### config.mk
export PLATFORM = sky130hd
export DESIGN_NAME = deep_sleep_flags_and_doze
export DESIGN_NICKNAME = d
export VERILOG_FILES = /design/src/rtl/deep_sleep_flags_and_doze_pkg.sv /design/src/rtl/deep_sleep_flags_and_doze.sv
export VERILOG_INCLUDE_DIRS = /design/src /design/src/rtl
export SDC_FILE = /design/constraint.sdc
export NUM_CORES = 1
export LEC_CHECK = 0
export ABC_CLOCK_PERIOD_IN_PS = 3600
export BUFFER_PORTS_ARGS = -buffer_cell sky130_fd_sc_hd__buf_2
export CAP_MARGIN = 15
export CELL_PAD_IN_SITES_DETAIL_PLACEMENT = 1
export CELL_PAD_IN_SITES_GLOBAL_PLACEMENT = 1
export CORE_MARGIN = 1.5
export CORE_UTILIZATION = 35
export DETAILED_ROUTE_END_ITERATION = 6
export GPL_TIMING_DRIVEN = 0
export PLACE_DENSITY_LB_ADDON = 0.1
export SLEW_MARGIN = 10
export SYNTH_ARGS = -nofsm -noshare
export SYNTH_HDL_FRONTEND = slang
export SYNTH_SLANG_ARGS = --single-unit
### constraint.sdc
create_clock -name clk -period 3.6 [get_ports clk]
set_clock_uncertainty 0.15 [all_clocks]
set_input_delay 0.36 -clock clk [delete_from_list [all_inputs] [get_ports clk]]
set_output_delay 0.36 -clock clk [all_outputs]
set_load 0.02 [all_outputs]
### src/rtl/deep_sleep_flags_and_doze_defines.svh
// Register offsets, field positions and reset values of the deep-sleep flags and doze block
`ifndef DEEP_SLEEP_FLAGS_AND_DOZE_DEFINES_SVH
`define DEEP_SLEEP_FLAGS_AND_DOZE_DEFINES_SVH

// ----------------------------------------------------------------------
// Byte offsets on the register bus
// ----------------------------------------------------------------------
`define OFS_DEEP_SLEEP_CONTROL   6'h00
`define OFS_WAKE_SOURCE          6'h04
`define OFS_RESET_POWER_FLAGS    6'h08
`define OFS_CLOCK_DIVIDER        6'h0c
`define OFS_POWER_STATUS         6'h10

// ----------------------------------------------------------------------
// Field positions
// ----------------------------------------------------------------------
`define BIT_DEEP_SLEEP_ENABLE    15
`define BIT_WAKE_PIN_CHANGE      8
`define BIT_WAKE_FAULT           7
`define BIT_WAKE_WATCHDOG        4
`define BIT_WAKE_CALENDAR        3
`define BIT_WAKE_RESET_PIN       2
`define BIT_SUPPLY_BROWNOUT      3
`define BIT_SUPPLY_POWER_ON      2
`define BIT_BACKUP_POWER_LOSS    1
`define BIT_BACKUP_WAKE          0
`define BIT_RECOVER_ON_IRQ       15
`define BIT_RATIO_HI             14
`define BIT_RATIO_LO             12
`define BIT_SLOW_CPU_ENABLE      11

// ----------------------------------------------------------------------
// Reset values
// ----------------------------------------------------------------------
`define RST_DEEP_SLEEP_ENABLE    1'b0
`define RST_SUPPLY_BROWNOUT      1'b1
`define RST_SUPPLY_POWER_ON      1'b1
`define RST_BACKUP_POWER_LOSS    1'b1
`define RST_BACKUP_WAKE          1'b0
`define RST_RECOVER_ON_IRQ       1'b0
`define RST_RATIO                3'h0
`define RST_SLOW_CPU_ENABLE      1'b0

`endif

### src/rtl/deep_sleep_flags_and_doze_pkg.sv
// Types shared by the deep-sleep flags and doze block
package deep_sleep_flags_and_doze_pkg;

   // Power state, one-hot
   typedef enum logic [2:0] {
      RUN_STATE        = 3'b001,
      SLEEP_STATE      = 3'b010,
      DEEP_SLEEP_STATE = 3'b100
   } powerState_type;

   // Events that may wake the device from deep sleep
   typedef struct packed {
      logic pinChange;
      logic fault;
      logic watchdog;
      logic calendar;
   } wakeEvents_type;

   // Events that raise the reset-cause flags
   typedef struct packed {
      logic brownout;
      logic powerOn;
      logic backupLoss;
      logic backupWake;
   } resetEvents_type;

endpackage : deep_sleep_flags_and_doze_pkg

### src/rtl/deep_sleep_flags_and_doze.sv
// Wake-source and reset-cause flags, deep-sleep entry selection and CPU doze divider
//
// Local design decisions: the register offsets and register access over Wishbone.
`timescale 1ns/10ps
`include "deep_sleep_flags_and_doze_defines.svh"

module deep_sleep_flags_and_doze
   import deep_sleep_flags_and_doze_pkg::*;
#(
   parameter int ADDR_WIDTH = 6,
   parameter int RATIO_BITS = 3
) (
   input  wire logic                  clk,
   input  wire logic                  resetn,
   // Classic Wishbone slave
   input  wire logic                  wb_cyc_i,
   input  wire logic                  wb_stb_i,
   input  wire logic                  wb_we_i,
   input  wire logic [ADDR_WIDTH-1:0] wb_adr_i,
   input  wire logic [3:0]            wb_sel_i,
   input  wire logic [31:0]           wb_dat_i,
   output logic      [31:0]           wb_dat_o,
   output logic                       wb_ack_o,
   // Power-save instruction from the core
   input  wire logic                  powerSaveExec,
   input  wire logic                  powerSaveOperand,
   // Wake and reset-cause events from the power logic
   input  wire wakeEvents_type        wakeEvents,
   input  wire resetEvents_type       resetEvents,
   input  wire logic                  resetPinEnable,
   input  wire logic                  externalResetPinN,
   input  wire logic                  irqEvent,
   // Power state and CPU clock gating
   output logic                       enterSleep,
   output logic                       enterDeepSleep,
   output logic                       inDeepSleep,
   output logic                       cpuClockEnable,
   output logic                       dozeActive
);

   localparam int DIV_WIDTH   = (1 << RATIO_BITS) - 1;

   // Refuse widths that the decode and the ratio field cannot serve
   if (ADDR_WIDTH < 6 || RATIO_BITS != 3) begin : badParams
      $error("unsupported address width or ratio width");
   end

   // ----------------------------------------------------------------------
   // Helpers
   // ----------------------------------------------------------------------

   // Byte-lane write mask for a 16-bit register
   function automatic logic [15:0] laneMask(input logic [3:0] sel);
      laneMask = {{8{sel[1]}}, {8{sel[0]}}};
   endfunction : laneMask

   // Divider terminal count for ratio code n, two to the n minus one
   function automatic logic [DIV_WIDTH-1:0] divLimit(input logic [RATIO_BITS-1:0] code);
      divLimit = DIV_WIDTH'((1 << code) - 1);
   endfunction : divLimit

   // ----------------------------------------------------------------------
   // Bus slave
   // ----------------------------------------------------------------------
   logic                  ack_q;
   logic                  busReq;
   logic                  busWrite;
   logic [15:0]           writeMask;
   logic [15:0]           wakeRead;
   logic [15:0]           flagRead;
   logic [15:0]           controlRead;
   logic [15:0]           dividerRead;
   logic [15:0]           statusRead;
   logic [31:0]           readData_q;
   logic [31:0]           readData_d;

   assign busReq    = wb_cyc_i && wb_stb_i && !ack_q;
   assign busWrite  = wb_cyc_i && wb_stb_i && wb_we_i && ack_q; // Write lands on the acked edge
   assign writeMask = laneMask(wb_sel_i);

   // One wait state: ack one edge after the request is seen
   always_ff @(posedge clk or negedge resetn) begin
      if (!resetn) begin
         ack_q <= 1'b0;
      end else begin
         ack_q <= busReq;
      end
   end

   // Read data captured with the ack
   always_ff @(posedge clk or negedge resetn) begin
      if (!resetn) begin
         readData_q <= 32'h0;
      end else if (busReq) begin
         readData_q <= readData_d;
      end
   end

   always_comb begin
      unique case (wb_adr_i)
         `OFS_DEEP_SLEEP_CONTROL: readData_d = {16'h0, controlRead};
         `OFS_WAKE_SOURCE:        readData_d = {16'h0, wakeRead};
         `OFS_RESET_POWER_FLAGS:  readData_d = {16'h0, flagRead};
         `OFS_CLOCK_DIVIDER:      readData_d = {16'h0, dividerRead};
         `OFS_POWER_STATUS:       readData_d = {16'h0, statusRead};
         default:                 readData_d = 32'h0; // Unmapped reads zero
      endcase
   end

   assign wb_ack_o = ack_q;
   assign wb_dat_o = readData_q;

   // ----------------------------------------------------------------------
   // Deep-sleep control and power state
   // ----------------------------------------------------------------------
   logic           deepSleepEnable_q;
   logic           setDeepSleepEnable;
   logic           anyWake;
   powerState_type state_q;

   assign setDeepSleepEnable = busWrite && (wb_adr_i == `OFS_DEEP_SLEEP_CONTROL)
                               && writeMask[`BIT_DEEP_SLEEP_ENABLE]
                               && wb_dat_i[`BIT_DEEP_SLEEP_ENABLE];

   always_ff @(posedge clk or negedge resetn) begin
      if (!resetn) begin
         deepSleepEnable_q <= `RST_DEEP_SLEEP_ENABLE;
      end else if (busWrite && (wb_adr_i == `OFS_DEEP_SLEEP_CONTROL)
                   && writeMask[`BIT_DEEP_SLEEP_ENABLE]) begin
         deepSleepEnable_q <= wb_dat_i[`BIT_DEEP_SLEEP_ENABLE];
      end
   end

   assign controlRead = 16'(deepSleepEnable_q) << `BIT_DEEP_SLEEP_ENABLE;

   // Power-save choice of sleep depth
   assign enterDeepSleep = powerSaveExec && !powerSaveOperand && deepSleepEnable_q;
   assign enterSleep     = powerSaveExec && !(!powerSaveOperand && deepSleepEnable_q);

   // Run, sleep and deep-sleep tracking; an interrupt returns sleep to run, any wake source returns deep sleep to run
   always_ff @(posedge clk or negedge resetn) begin
      if (!resetn) begin
         state_q <= RUN_STATE;
      end else begin
         unique case (state_q)
            RUN_STATE: begin
               if (enterDeepSleep) begin
                  state_q <= DEEP_SLEEP_STATE;
               end else if (enterSleep) begin
                  state_q <= SLEEP_STATE;
               end
            end
            SLEEP_STATE: begin
               if (irqEvent) begin
                  state_q <= RUN_STATE;
               end
            end
            DEEP_SLEEP_STATE: begin
               if (anyWake) begin
                  state_q <= RUN_STATE;
               end
            end
            default: state_q <= RUN_STATE;
         endcase
      end
   end

   assign inDeepSleep = (state_q == DEEP_SLEEP_STATE);

   // ----------------------------------------------------------------------
   // External reset pin synchroniser
   // ----------------------------------------------------------------------
   logic [2:0] pinSync_q;
   logic       pinLevel_q;

   always_ff @(posedge clk or negedge resetn) begin
      if (!resetn) begin
         pinSync_q <= 3'h7;
      end else begin
         pinSync_q <= {pinSync_q[1:0], externalResetPinN};
      end
   end

   // Level taken once stages two and three agree
   always_ff @(posedge clk or negedge resetn) begin
      if (!resetn) begin
         pinLevel_q <= 1'b1;
      end else if (pinSync_q[1] == pinSync_q[2]) begin
         pinLevel_q <= pinSync_q[2];
      end
   end

   // ----------------------------------------------------------------------
   // Wake-source register
   // ----------------------------------------------------------------------
   logic [15:0] wakeImpl;
   logic [15:0] wakeSet;
   logic [15:0] wake_q;
   logic        wakeWrite;

   assign wakeImpl = (16'h1 << `BIT_WAKE_PIN_CHANGE) | (16'h1 << `BIT_WAKE_FAULT)
                   | (16'h1 << `BIT_WAKE_WATCHDOG) | (16'h1 << `BIT_WAKE_CALENDAR)
                   | (16'h1 << `BIT_WAKE_RESET_PIN);

   // Hardware set terms, only while in deep sleep
   always_comb begin
      wakeSet = 16'h0;
      wakeSet[`BIT_WAKE_PIN_CHANGE] = inDeepSleep && wakeEvents.pinChange;
      wakeSet[`BIT_WAKE_FAULT]      = inDeepSleep && wakeEvents.fault;
      wakeSet[`BIT_WAKE_WATCHDOG]   = inDeepSleep && wakeEvents.watchdog;
      wakeSet[`BIT_WAKE_CALENDAR]   = inDeepSleep && wakeEvents.calendar;
      wakeSet[`BIT_WAKE_RESET_PIN]  = inDeepSleep && resetPinEnable && !pinLevel_q;
   end

   assign anyWake   = |wakeSet;
   assign wakeWrite = busWrite && (wb_adr_i == `OFS_WAKE_SOURCE);

   // Set wins over both the bulk clear and a software write
   always_ff @(posedge clk or negedge resetn) begin
      if (!resetn) begin
         wake_q <= 16'h0;
      end else if (setDeepSleepEnable) begin
         wake_q <= wakeSet;
      end else if (wakeWrite) begin
         wake_q <= (((wake_q & ~writeMask) | (wb_dat_i[15:0] & writeMask)) | wakeSet) & wakeImpl;
      end else begin
         wake_q <= (wake_q | wakeSet) & wakeImpl;
      end
   end

   assign wakeRead = wake_q & wakeImpl;

   // ----------------------------------------------------------------------
   // Reset-cause flags
   // ----------------------------------------------------------------------
   logic [3:0]  flags_q;
   logic [3:0]  flagSet;
   logic [3:0]  flagClear;

   assign flagSet = {resetEvents.brownout, resetEvents.powerOn,
                     resetEvents.backupLoss, resetEvents.backupWake};
   // Writing zero clears, writing one leaves the flag
   assign flagClear = (busWrite && (wb_adr_i == `OFS_RESET_POWER_FLAGS) && wb_sel_i[0])
                      ? ~wb_dat_i[3:0] : 4'h0;

   always_ff @(posedge clk or negedge resetn) begin
      if (!resetn) begin
         flags_q <= {`RST_SUPPLY_BROWNOUT, `RST_SUPPLY_POWER_ON,
                     `RST_BACKUP_POWER_LOSS, `RST_BACKUP_WAKE};
      end else begin
         flags_q <= (flags_q & ~flagClear) | flagSet;
      end
   end

   assign flagRead = {12'h0, flags_q};

   // ----------------------------------------------------------------------
   // Clock divider control and doze
   // ----------------------------------------------------------------------
   logic                  recoverOnIrq_q;
   logic [RATIO_BITS-1:0] ratio_q;
   logic                  slowCpuEnable_q;
   logic                  dividerWrite;
   logic [DIV_WIDTH-1:0]  dozeCount_q;

   assign dividerWrite = busWrite && (wb_adr_i == `OFS_CLOCK_DIVIDER) && wb_sel_i[1];

   always_ff @(posedge clk or negedge resetn) begin
      if (!resetn) begin
         recoverOnIrq_q <= `RST_RECOVER_ON_IRQ;
         ratio_q        <= `RST_RATIO;
      end else if (dividerWrite) begin
         recoverOnIrq_q <= wb_dat_i[`BIT_RECOVER_ON_IRQ];
         ratio_q        <= wb_dat_i[`BIT_RATIO_HI:`BIT_RATIO_LO];
      end
   end

   // Interrupt drop out of doze wins over a software write
   always_ff @(posedge clk or negedge resetn) begin
      if (!resetn) begin
         slowCpuEnable_q <= `RST_SLOW_CPU_ENABLE;
      end else if (irqEvent && recoverOnIrq_q) begin
         slowCpuEnable_q <= 1'b0;
      end else if (dividerWrite) begin
         slowCpuEnable_q <= wb_dat_i[`BIT_SLOW_CPU_ENABLE];
      end
   end

   assign dozeActive = slowCpuEnable_q;

   // Divider on the peripheral clock; CPU edges are a subset of peripheral edges
   always_ff @(posedge clk or negedge resetn) begin
      if (!resetn) begin
         dozeCount_q <= '0;
      end else if (!slowCpuEnable_q || dozeCount_q >= divLimit(ratio_q)) begin
         dozeCount_q <= '0;
      end else begin
         dozeCount_q <= dozeCount_q + 1'b1;
      end
   end

   assign cpuClockEnable = !slowCpuEnable_q || (dozeCount_q == '0);

   assign dividerRead = (16'(recoverOnIrq_q) << `BIT_RECOVER_ON_IRQ)
                      | (16'(ratio_q) << `BIT_RATIO_LO)
                      | (16'(slowCpuEnable_q) << `BIT_SLOW_CPU_ENABLE);
   assign statusRead  = {13'h0, state_q};
endmodule : deep_sleep_flags_and_doze

==> results of run 1 <==
[final cells by class]
class	count	area (um2)
fill	761	3515
multi-input combinational	180	1142
sequential	42	1061
timing repair buffer	56	285.3
buffer	27	176.4
tap	77	96.34
clock buffer	7	86.33
inverter	5	18.77
clock inverter	1	5.005
[state kept, by name, summed over array words and instances, names as in the netlist, 3 cells and up]
register	count
wb_dat_o	12
wake_q	5
dozeCount_q	7
state_q	3
ratio_q	3
pinSync_q	3
flags_q	4
[timing repair]
| action | 4_1_cts | 5_1_grt |
|---|---|---|
| hold buffers | 0 | 1 |
| buffers inserted | 0 | 0 |
| hold endpoints to repair | 0 | 1 |
[routing by layer]
layer,vias to the layer above,GRT usage (%),wire length (um)
li1,958,-,-
met5,-,0,0
met4,0,3.519,54
met2,55,28.43,2705
met1,935,22.52,2593
met3,6,3.933,339
[cell families after synthesis]
family	after synthesis	share of synthesized area [%]
flops	42	45.59
simple gates	86	20.54
other cells	1	0.1611
buf+inv	32	8.387
compound gates	49	13.49
fa+ha+maj	11	5.806
mux	10	4.516
xor+xnor	4	1.506
[metrics by stage]
| stage | total power [uW] | setup WS (ns) | hold slack, ns |
|---|---|---|---|
| floorplan | 577.8 | 0.9177 | -0.08559 |
| global placement | 627.4 | 0.6043 | 0.1970 |
| detailed placement | 631.1 | 0.4248 | 0.2020 |
| CTS | 955.2 | 0.4129 | 0.001260 |
| global route | 986.5 | 0.1539 | 0.1027 |
| finish | 940.2 | 0.4409 | 0.04360 |
[placed cells by master (no fill, tap or decap), types with 10 or more instances in the layout]
master / instances
dfrtp_1: 34
a21oi_1: 13
conb_1: 20
buf_4: 20
buf_2: 55
nand2_1: 31
ha_1: 10
nand3_1: 10
[worst max path at each step]
| stage | start | end | cells after the start | slack, ns |
|---|---|---|---|---|
| 3_3_place_gp | ratio_q[2] | dozeCount_q[5] | 11 | 0.60 |
| 4_1_cts | ratio_q[2] | dozeCount_q[6] | 11 | 0.41 |
| 6_report | ratio_q[2] | dozeCount_q[6] | 11 | 0.44 |
| 5_1_grt | ratio_q[2] | dozeCount_q[6] | 11 | 0.15 |
| 2_1_floorplan | ratio_q[2] | dozeCount_q[5] | 11 | 0.92 |
| 3_5_place_dp | ratio_q[2] | dozeCount_q[6] | 11 | 0.42 |
[where the power goes]
part	leakage, uW	switching, uW	total [uW]	internal [uW]
sequential	0.000550	11.9	500	488
combinational	0.000838	71.5	121	50.0
clock	0.0000482	163	318	155
==> run summary, run 1 <==
DP Cell Count -> 386
clock tree buffer depth -> 2
Worst Hold Class -> input port to async pin
Mapped Cells -> 235
setup TNS -> 0 ns
worst setup path category -> register to register
status -> finished, final reports clean
number of buffers created by CTS -> 5
Crit path max-delay family -> compound AO/OA/AOI/OAI gates
root buf cell -> clkbuf_8
Finished Core Util -> 44.96%
Routed Antenna Nets -> 0
final hold vios -> 0
Yosys reg bits -> 42
RR Startpoint -> ratio_q[2]
MaxCap Viol Count -> 0
wire length per cell -> 14.41 um
Max Slew Vio Count -> 0
LEAKAGE -> 0.001436 uW
Tightest Pin Transition -> 0.9487 ns
Crit path arrival time -> 3.22 ns
gr ovfl total -> 0
detailed placer's ending HPWL -> 4505 um
FF-to-FF setup slack -> 0.44 ns
CTS Sinks -> 42
Max transition margin -> 36.76%
# DRC -> 0
CP most frequent cell -> a21oi_1
Starting DRT DRC Count -> 60
Global Route Usage Sum -> 16.95%
Clock Latency Late Sink -> 0.29 ns
RSZ-0062 raised after global routing -> no
Post-Syn Area -> 2327 um2
largest stage delay on the critical path -> 0.46 ns
Placer Congestion -> 0.7894
total number of vias -> 1954
Chip Width -> 84.54 um
WL final -> 5693 um
Worst VDD drop -> 0.0001257 V
first-pass GRT wire length -> 9735 um
Setup Viol. Count Final -> 0
Die Height -> 84.54 um
period utilization -> 87.75%
Worst Reg-to-Reg Cells -> 11
vias in the first global route -> 1934
FMAX -> 0.3166 GHz
terminus of the critical flop-to-flop path -> dozeCount_q[6]
post-route non-filler standard cell count -> 395
largest net degree at the start of global routing -> 43
post-synth top area share -> 36.56%
Nets -> 387
Area Growth Syn to Fin -> 23.39%
Critical Path RT -> 3.66 ns
CTS tree -> built
CP Launch Type -> register
initial core utilization -> 36.44%
die area -> 7147 um2
antenna cells -> 0
post-synth top area cell -> dfrtp_1
Post-synth EDFFs -> 0
Synth area leaders -> dfrtp_1 37%, dfstp_2 9.0%, buf_4 6.5%
most used flip-flop cell after synthesis -> dfrtp_1
WP buf/inv -> 1
unique cell type count in the Yosys netlist -> 47
FFs w/ async S/R, synth -> 100.0%
htree depth -> 2
row count -> 29
placed inst area -> 2770 um2
IO buf count -> 55
worst path cell trace -> clkbuf_1 -> or3_1 -> ha_1 -> nor3_1 -> a21oi_1 -> o21a_1 -> ha_1 -> a21o_1 -> a21oi_1 -> o21ai_0 -> a21oi_1
most common cell in the netlist -> dfrtp_1
worst-path fanout max -> 10
layout cells sized above 1 -> 32.70%
core region area -> 6386 um2
Ports -> 98
final instance area -> 2872 um2
Yosys warnings -> 0
crit path capture type -> register
min Tclk post-route -> 3.159 ns
syn avg cell area -> 9.903 um2
sequential area share after synthesis -> 45.59%
post-cts sizing count -> 0
synth cell count leaders -> 34 x dfrtp_1, 31 x nand2_1, 20 x buf_4
power per cell area -> 327.4 nW/um2
CTS clk-pin slew, worst paths -> 0.08 ns
slowest CP cell -> or3_1
initial antenna violation count -> 0
via-per-instance ratio -> 4.947
TritonRoute pass-1 iters -> 4
(Power assumes the default switching activity.)
==> inputs of run 2 (changes only) <==
ABC_CLOCK_PERIOD_IN_PS = 3500   (was 3600)
clock period = 3.5 ns   (was 3.6 ns; I/O delays follow)
==> run summary, run 2 (synthesis gave the netlist of run 1 again) <==
status -> finished, final reports clean (unchanged)
worst setup margin -> 0.3409 ns (was 0.4409 ns)
worst path cell trace -> clkbuf_1 -> or3_1 -> ha_1 -> nor3_1 -> a21oi_1 -> o21a_1 -> ha_1 -> a21o_1 -> a21oi_1 -> o21ai_0 -> a21oi_1 (unchanged)
Chip Width -> 84.54 um (unchanged)
IO buf count -> 55 (unchanged)
Crit path max-delay family -> compound AO/OA/AOI/OAI gates (unchanged)
antenna cells -> 0 (unchanged)
CP Launch Type -> register (unchanged)
core region area -> 6386 um2 (unchanged)
CTS clk-pin slew, worst paths -> 0.08 ns (about the same)
RSZ-0062 raised after global routing -> no (unchanged)
worst-path fanout max -> 10 (unchanged)
largest stage delay on the critical path -> 0.46 ns (about the same)
detailed placer's ending HPWL -> 4505 um (unchanged)
Post-CTS Setup Bufs -> 0 (unchanged)
Largest register FFs -> 12 (unchanged)
via-per-instance ratio -> 4.947 (unchanged)
LEAKAGE -> 0.001436 uW (unchanged)
placed inst area -> 2770 um2 (unchanged)
worst setup path category -> register to register (unchanged)
Ports -> 98 (unchanged)
CTS Sinks -> 42 (unchanged)
most frequent cells in the layout -> 55 x buf_2, 34 x dfrtp_1, 31 x nand2_1, 20 x buf_4, 20 x conb_1 (unchanged)
Max Slew Vio Count -> 0 (unchanged)
Tot Pwr -> 967.1 uW (was 940.2 uW)
CP most frequent cell -> a21oi_1 (unchanged)
initial antenna violation count -> 0 (unchanged)
initial core utilization -> 36.44% (unchanged)
Die Height -> 84.54 um (unchanged)
CTS tree -> built (unchanged)
largest net degree at the start of global routing -> 43 (unchanged)
most common cell after layout, fill and taps aside -> buf_2 (unchanged)
gr ovfl total -> 0 (unchanged)
Area Growth Syn to Fin -> 23.39% (unchanged)
# DRC -> 0 (unchanged)
first-pass GRT wire length -> 9777 um (was 9735 um)
Worst Hold Class -> input port to async pin (unchanged)
die area -> 7147 um2 (unchanged)
vias in the first global route -> 1945 (was 1934)
Finished Core Util -> 44.96% (unchanged)
FMAX -> 0.3166 GHz (unchanged)
min Tclk post-route -> 3.159 ns (unchanged)
power per cell area -> 336.8 nW/um2 (was 327.4 nW/um2)
Setup Viol. Count Final -> 0 (unchanged)
clock tree buffer depth -> 2 (unchanged)
WP buf/inv -> 1 (unchanged)
row count -> 29 (unchanged)
number of buffers created by CTS -> 5 (unchanged)
slowest CP cell -> or3_1 (unchanged)
WL final -> 5693 um (unchanged)
MaxCap Viol Count -> 0 (unchanged)
crit path capture type -> register (unchanged)
htree depth -> 2 (unchanged)
Placer Congestion -> 0.7894 (unchanged)
layout cells sized above 1 -> 32.70% (unchanged)
Max transition margin -> 36.76% (unchanged)
period utilization -> 90.26% (was 87.75%)
Tightest Pin Transition -> 0.9487 ns (unchanged)
Nets -> 387 (unchanged)
Crit path arrival time -> 3.22 ns (about the same)
Routed Antenna Nets -> 0 (unchanged)
setup TNS -> 0 ns (unchanged)
Clock Latency Late Sink -> 0.29 ns (about the same)
final hold vios -> 0 (unchanged)
TritonRoute pass-1 iters -> 4 (unchanged)
post-cts sizing count -> 0 (unchanged)
Critical Path RT -> 3.56 ns (was 3.66 ns)
Place WS -> 0.3248 ns (was 0.4248 ns)
final instance area -> 2872 um2 (unchanged)
Global Route Usage Sum -> 17.02% (was 16.95%)
Worst VDD drop -> 0.0001293 V (was 0.0001257 V)
wire length per cell -> 14.41 um (unchanged)
Starting DRT DRC Count -> 60 (unchanged)
root buf cell -> clkbuf_8 (unchanged)
total number of vias -> 1954 (unchanged)
## run 2: through the flow
stage / instances / hold WS (ns)
2_1_floorplan: 254 / -0.09559
3_3_place_gp: 386 / 0.1970
3_5_place_dp: 386 / 0.2020
4_1_cts: 395 / 0.08237
5_1_grt: 395 / 0.09267
6_report: 395 / 0.03360
## run 2: power breakdown
group          internal (uW)  switching, uW  total (uW)
Combinational           51.4           73.5         125
Clock                    159            168         328
Sequential               502           12.2         515
Total                    713            254         967
## run 2: per-layer routing
metal / part of all wire [%] / GRT usage (%) / vias to the layer above
met5: 0 / 0 / -
met4: 0.95 / 3.519 / 0
met3: 6.0 / 3.933 / 6
met2: 48 / 28.57 / 55
met1: 46 / 22.58 / 935
li1: - / - / 958
## run 2: final cells by class
class | instances | area, um2
Buffer | 27 | 176.4
Clock buffer | 7 | 86.33
Timing Repair Buffer | 56 | 285.3
Sequential cell | 42 | 1061
Clock inverter | 1 | 5.005
Multi-Input combinational cell | 180 | 1142
Inverter | 5 | 18.77
Fill cell | 761 | 3515
Tap cell | 77 | 96.34
## run 2: final timing paths
check                      depth (start not counted)  slack [ns]      startpoint              to
setup reg to reg                                  11        0.34      ratio_q[2]  dozeCount_q[6]
setup / recovery                                  11        0.34      ratio_q[2]  dozeCount_q[6]
hold / removal                                     1        0.03          resetn      flags_q[0]
hold reg to reg                                    0        0.21    pinSync_q[0]    pinSync_q[1]
max in group asynchronous                          1        2.55          resetn  dozeCount_q[4]
min in group clk                                   2        0.09  resetEvents[0]      flags_q[0]
## run 2: what timing repair did
| item | 4_1_cts | 5_1_grt |
|---|---|---|
| hold endpoints to repair | 1 | 0 |
| setup endpoints to repair | 0 | 0 |
| hold buffers | 1 | 0 |
==> inputs of run 3 (changes only) <==
CORE_ASPECT_RATIO = 0.75   (was not set)
CORE_MARGIN = not set   (was 1.5)
==> run summary, run 3 (synthesis gave the netlist of run 1 again) <==
Crit path max-delay family -> compound AO/OA/AOI/OAI gates (unchanged)
most common cell after layout, fill and taps aside -> buf_2 (unchanged)
Nets -> 387 (unchanged)
Placer Congestion -> 0.7679 (was 0.7894)
Starting DRT DRC Count -> 74 (was 60)
root buf cell -> clkbuf_8 (unchanged)
clock tree buffer depth -> 2 (unchanged)
setup TNS -> 0 ns (unchanged)
Setup Viol. Count Final -> 0 (unchanged)
FMAX -> 0.3205 GHz (was 0.3166 GHz)
TritonRoute pass-1 iters -> 4 (unchanged)
die area -> 6983 um2 (was 7147 um2)
via-per-instance ratio -> 4.925 (was 4.947)
Critical path origin -> ratio_q[2] (unchanged)
Crit path arrival time -> 3.19 ns (was 3.22 ns)
worst-path fanout max -> 10 (unchanged)
CTS clk-pin slew, worst paths -> 0.09 ns (was 0.08 ns)
WL final -> 5754 um (was 5693 um)
Worst Hold Class -> input port to async pin (unchanged)
Levels on crit path -> 11 (unchanged)
power per cell area -> 353.0 nW/um2 (was 336.8 nW/um2)
worst setup path endpoint -> dozeCount_q[6] (unchanged)
worst setup path category -> register to register (unchanged)
layout cells sized above 1 -> 33.02% (was 32.70%)
crit path capture type -> register (unchanged)
number of buffers created by CTS -> 5 (unchanged)
wire length per cell -> 14.42 um (was 14.41 um)
FF-to-FF setup slack -> 0.38 ns (was 0.34 ns)
row count -> 25 (was 29)
Area Growth Syn to Fin -> 24.36% (was 23.39%)
Tightest Pin Transition -> 0.9367 ns (was 0.9487 ns)
CTS Sinks -> 42 (unchanged)
CP most frequent cell -> a21oi_1 (unchanged)
final hold vios -> 0 (unchanged)
Worst Reg-to-Reg Cells -> 11 (unchanged)
total number of vias -> 1965 (was 1954)
slowest CP cell -> or3_1 (unchanged)
initial core utilization -> 36.65% (was 36.44%)
CP Launch Type -> register (unchanged)
largest net degree at the start of global routing -> 43 (unchanged)
initial antenna violation count -> 0 (unchanged)
largest stage delay on the critical path -> 0.47 ns (was 0.46 ns)
MaxCap Viol Count -> 0 (unchanged)
status -> finished, final reports clean (unchanged)
worst path cell trace -> clkbuf_1 -> or3_1 -> ha_1 -> nor3_1 -> a21oi_1 -> o21a_1 -> ha_1 -> a21o_1 -> a21oi_1 -> o21ai_0 -> a21oi_1 (unchanged)
Clock Latency Late Sink -> 0.29 ns (about the same)
Max Slew Vio Count -> 0 (unchanged)
Critical Path RT -> 3.57 ns (was 3.56 ns)
terminus of the critical flop-to-flop path -> dozeCount_q[6] (unchanged)
IO buf count -> 55 (unchanged)
gr ovfl total -> 0 (unchanged)
detailed placer's ending HPWL -> 4537 um (was 4505 um)
final instance area -> 2894 um2 (was 2872 um2)
Global Route Usage Sum -> 18.09% (was 17.02%)
RSZ-0062 raised after global routing -> no (unchanged)
min Tclk post-route -> 3.120 ns (was 3.159 ns)
Largest register FFs -> 12 (unchanged)
Routed Antenna Nets -> 0 (unchanged)
placed inst area -> 2775 um2 (was 2770 um2)
CTS tree -> built (unchanged)
Die Height -> 72.62 um (was 84.54 um)
register area -> 1061 um2 (unchanged)
core region area -> 6350 um2 (was 6386 um2)
# DRC -> 0 (unchanged)
Max transition margin -> 37.55% (was 36.76%)
Ports -> 98 (unchanged)
htree depth -> 2 (unchanged)
area of the multi-input gates -> 1142 um2 (unchanged)
Worst VDD drop -> 0.0001426 V (was 0.0001293 V)
period utilization -> 89.16% (was 90.26%)
LEAKAGE -> 0.001446 uW (was 0.001436 uW)
antenna cells -> 0 (unchanged)
most frequent cells in the layout -> 55 x buf_2, 34 x dfrtp_1, 31 x nand2_1, 20 x buf_4, 20 x conb_1 (unchanged)
WP buf/inv -> 1 (unchanged)
Chip Width -> 96.16 um (was 84.54 um)
first-pass GRT wire length -> 9425 um (was 9777 um)
filler cell count -> 762 (was 761)
RR Startpoint -> ratio_q[2] (unchanged)
vias in the first global route -> 1882 (was 1945)
==> run 3: stage by stage <==
stage,std cells,util (%),setup slack [ns],hold WS [ns],total power (uW)
global placement,390,43.70,0.4677,0.1988,646.8
floorplan,254,-,0.8177,-0.09559,594.3
detailed placement,390,43.70,0.3843,0.2008,649.7
CTS,399,45.58,0.3586,0.08316,1036
finish,399,45.58,0.3796,0.04992,1022
global route,399,45.58,0.05571,0.07267,1076
==> run 3: final cells by class <==
cell class	count	area share, %
flip-flops and latches	42	36.66
plain buffers	27	6.096
repair buffers	56	9.857
clock inverters	3	1.383
clock buffers	5	2.378
multi-input cells	180	39.47
well taps	81	3.502
inverters	5	0.6485
==> run 3: where the power goes <==
part | switching (uW) | internal [uW]
clock network | 171 | 210
registers | 13.9 | 502
logic | 72.9 | 51.4
total | 258 | 764
==> run 3: worst min path at each step <==
stage / start / endpoint / slack (ns) / depth (start not counted)
global placement: pinSync_q[0] / pinSync_q[1] / 0.20 / 0
floorplan: resetn / deepSleepEnable_q / -0.1 / 0
detailed placement: pinSync_q[0] / pinSync_q[1] / 0.20 / 0
finish: resetn / recoverOnIrq_q / 0.05 / 1
CTS: resetEvents[0] / flags_q[0] / 0.08 / 2
global route: resetEvents[0] / flags_q[0] / 0.07 / 2
==> run 3: timing repair <==
item | in CTS | in global routing
setup buffers | 0 | 0
hold buffers | 1 | 0
resized for setup | 0 | 0
hold endpoints to repair | 1 | 0
==> run 3: metal layers <==
metal	share of wire, %	wire length [um]	global-route usage [%]
met4	0.33	19	3.483
met3	5.7	326	4.479
met1	51	2914	25.76
met2	43	2493	28.05
met5	0	0	0
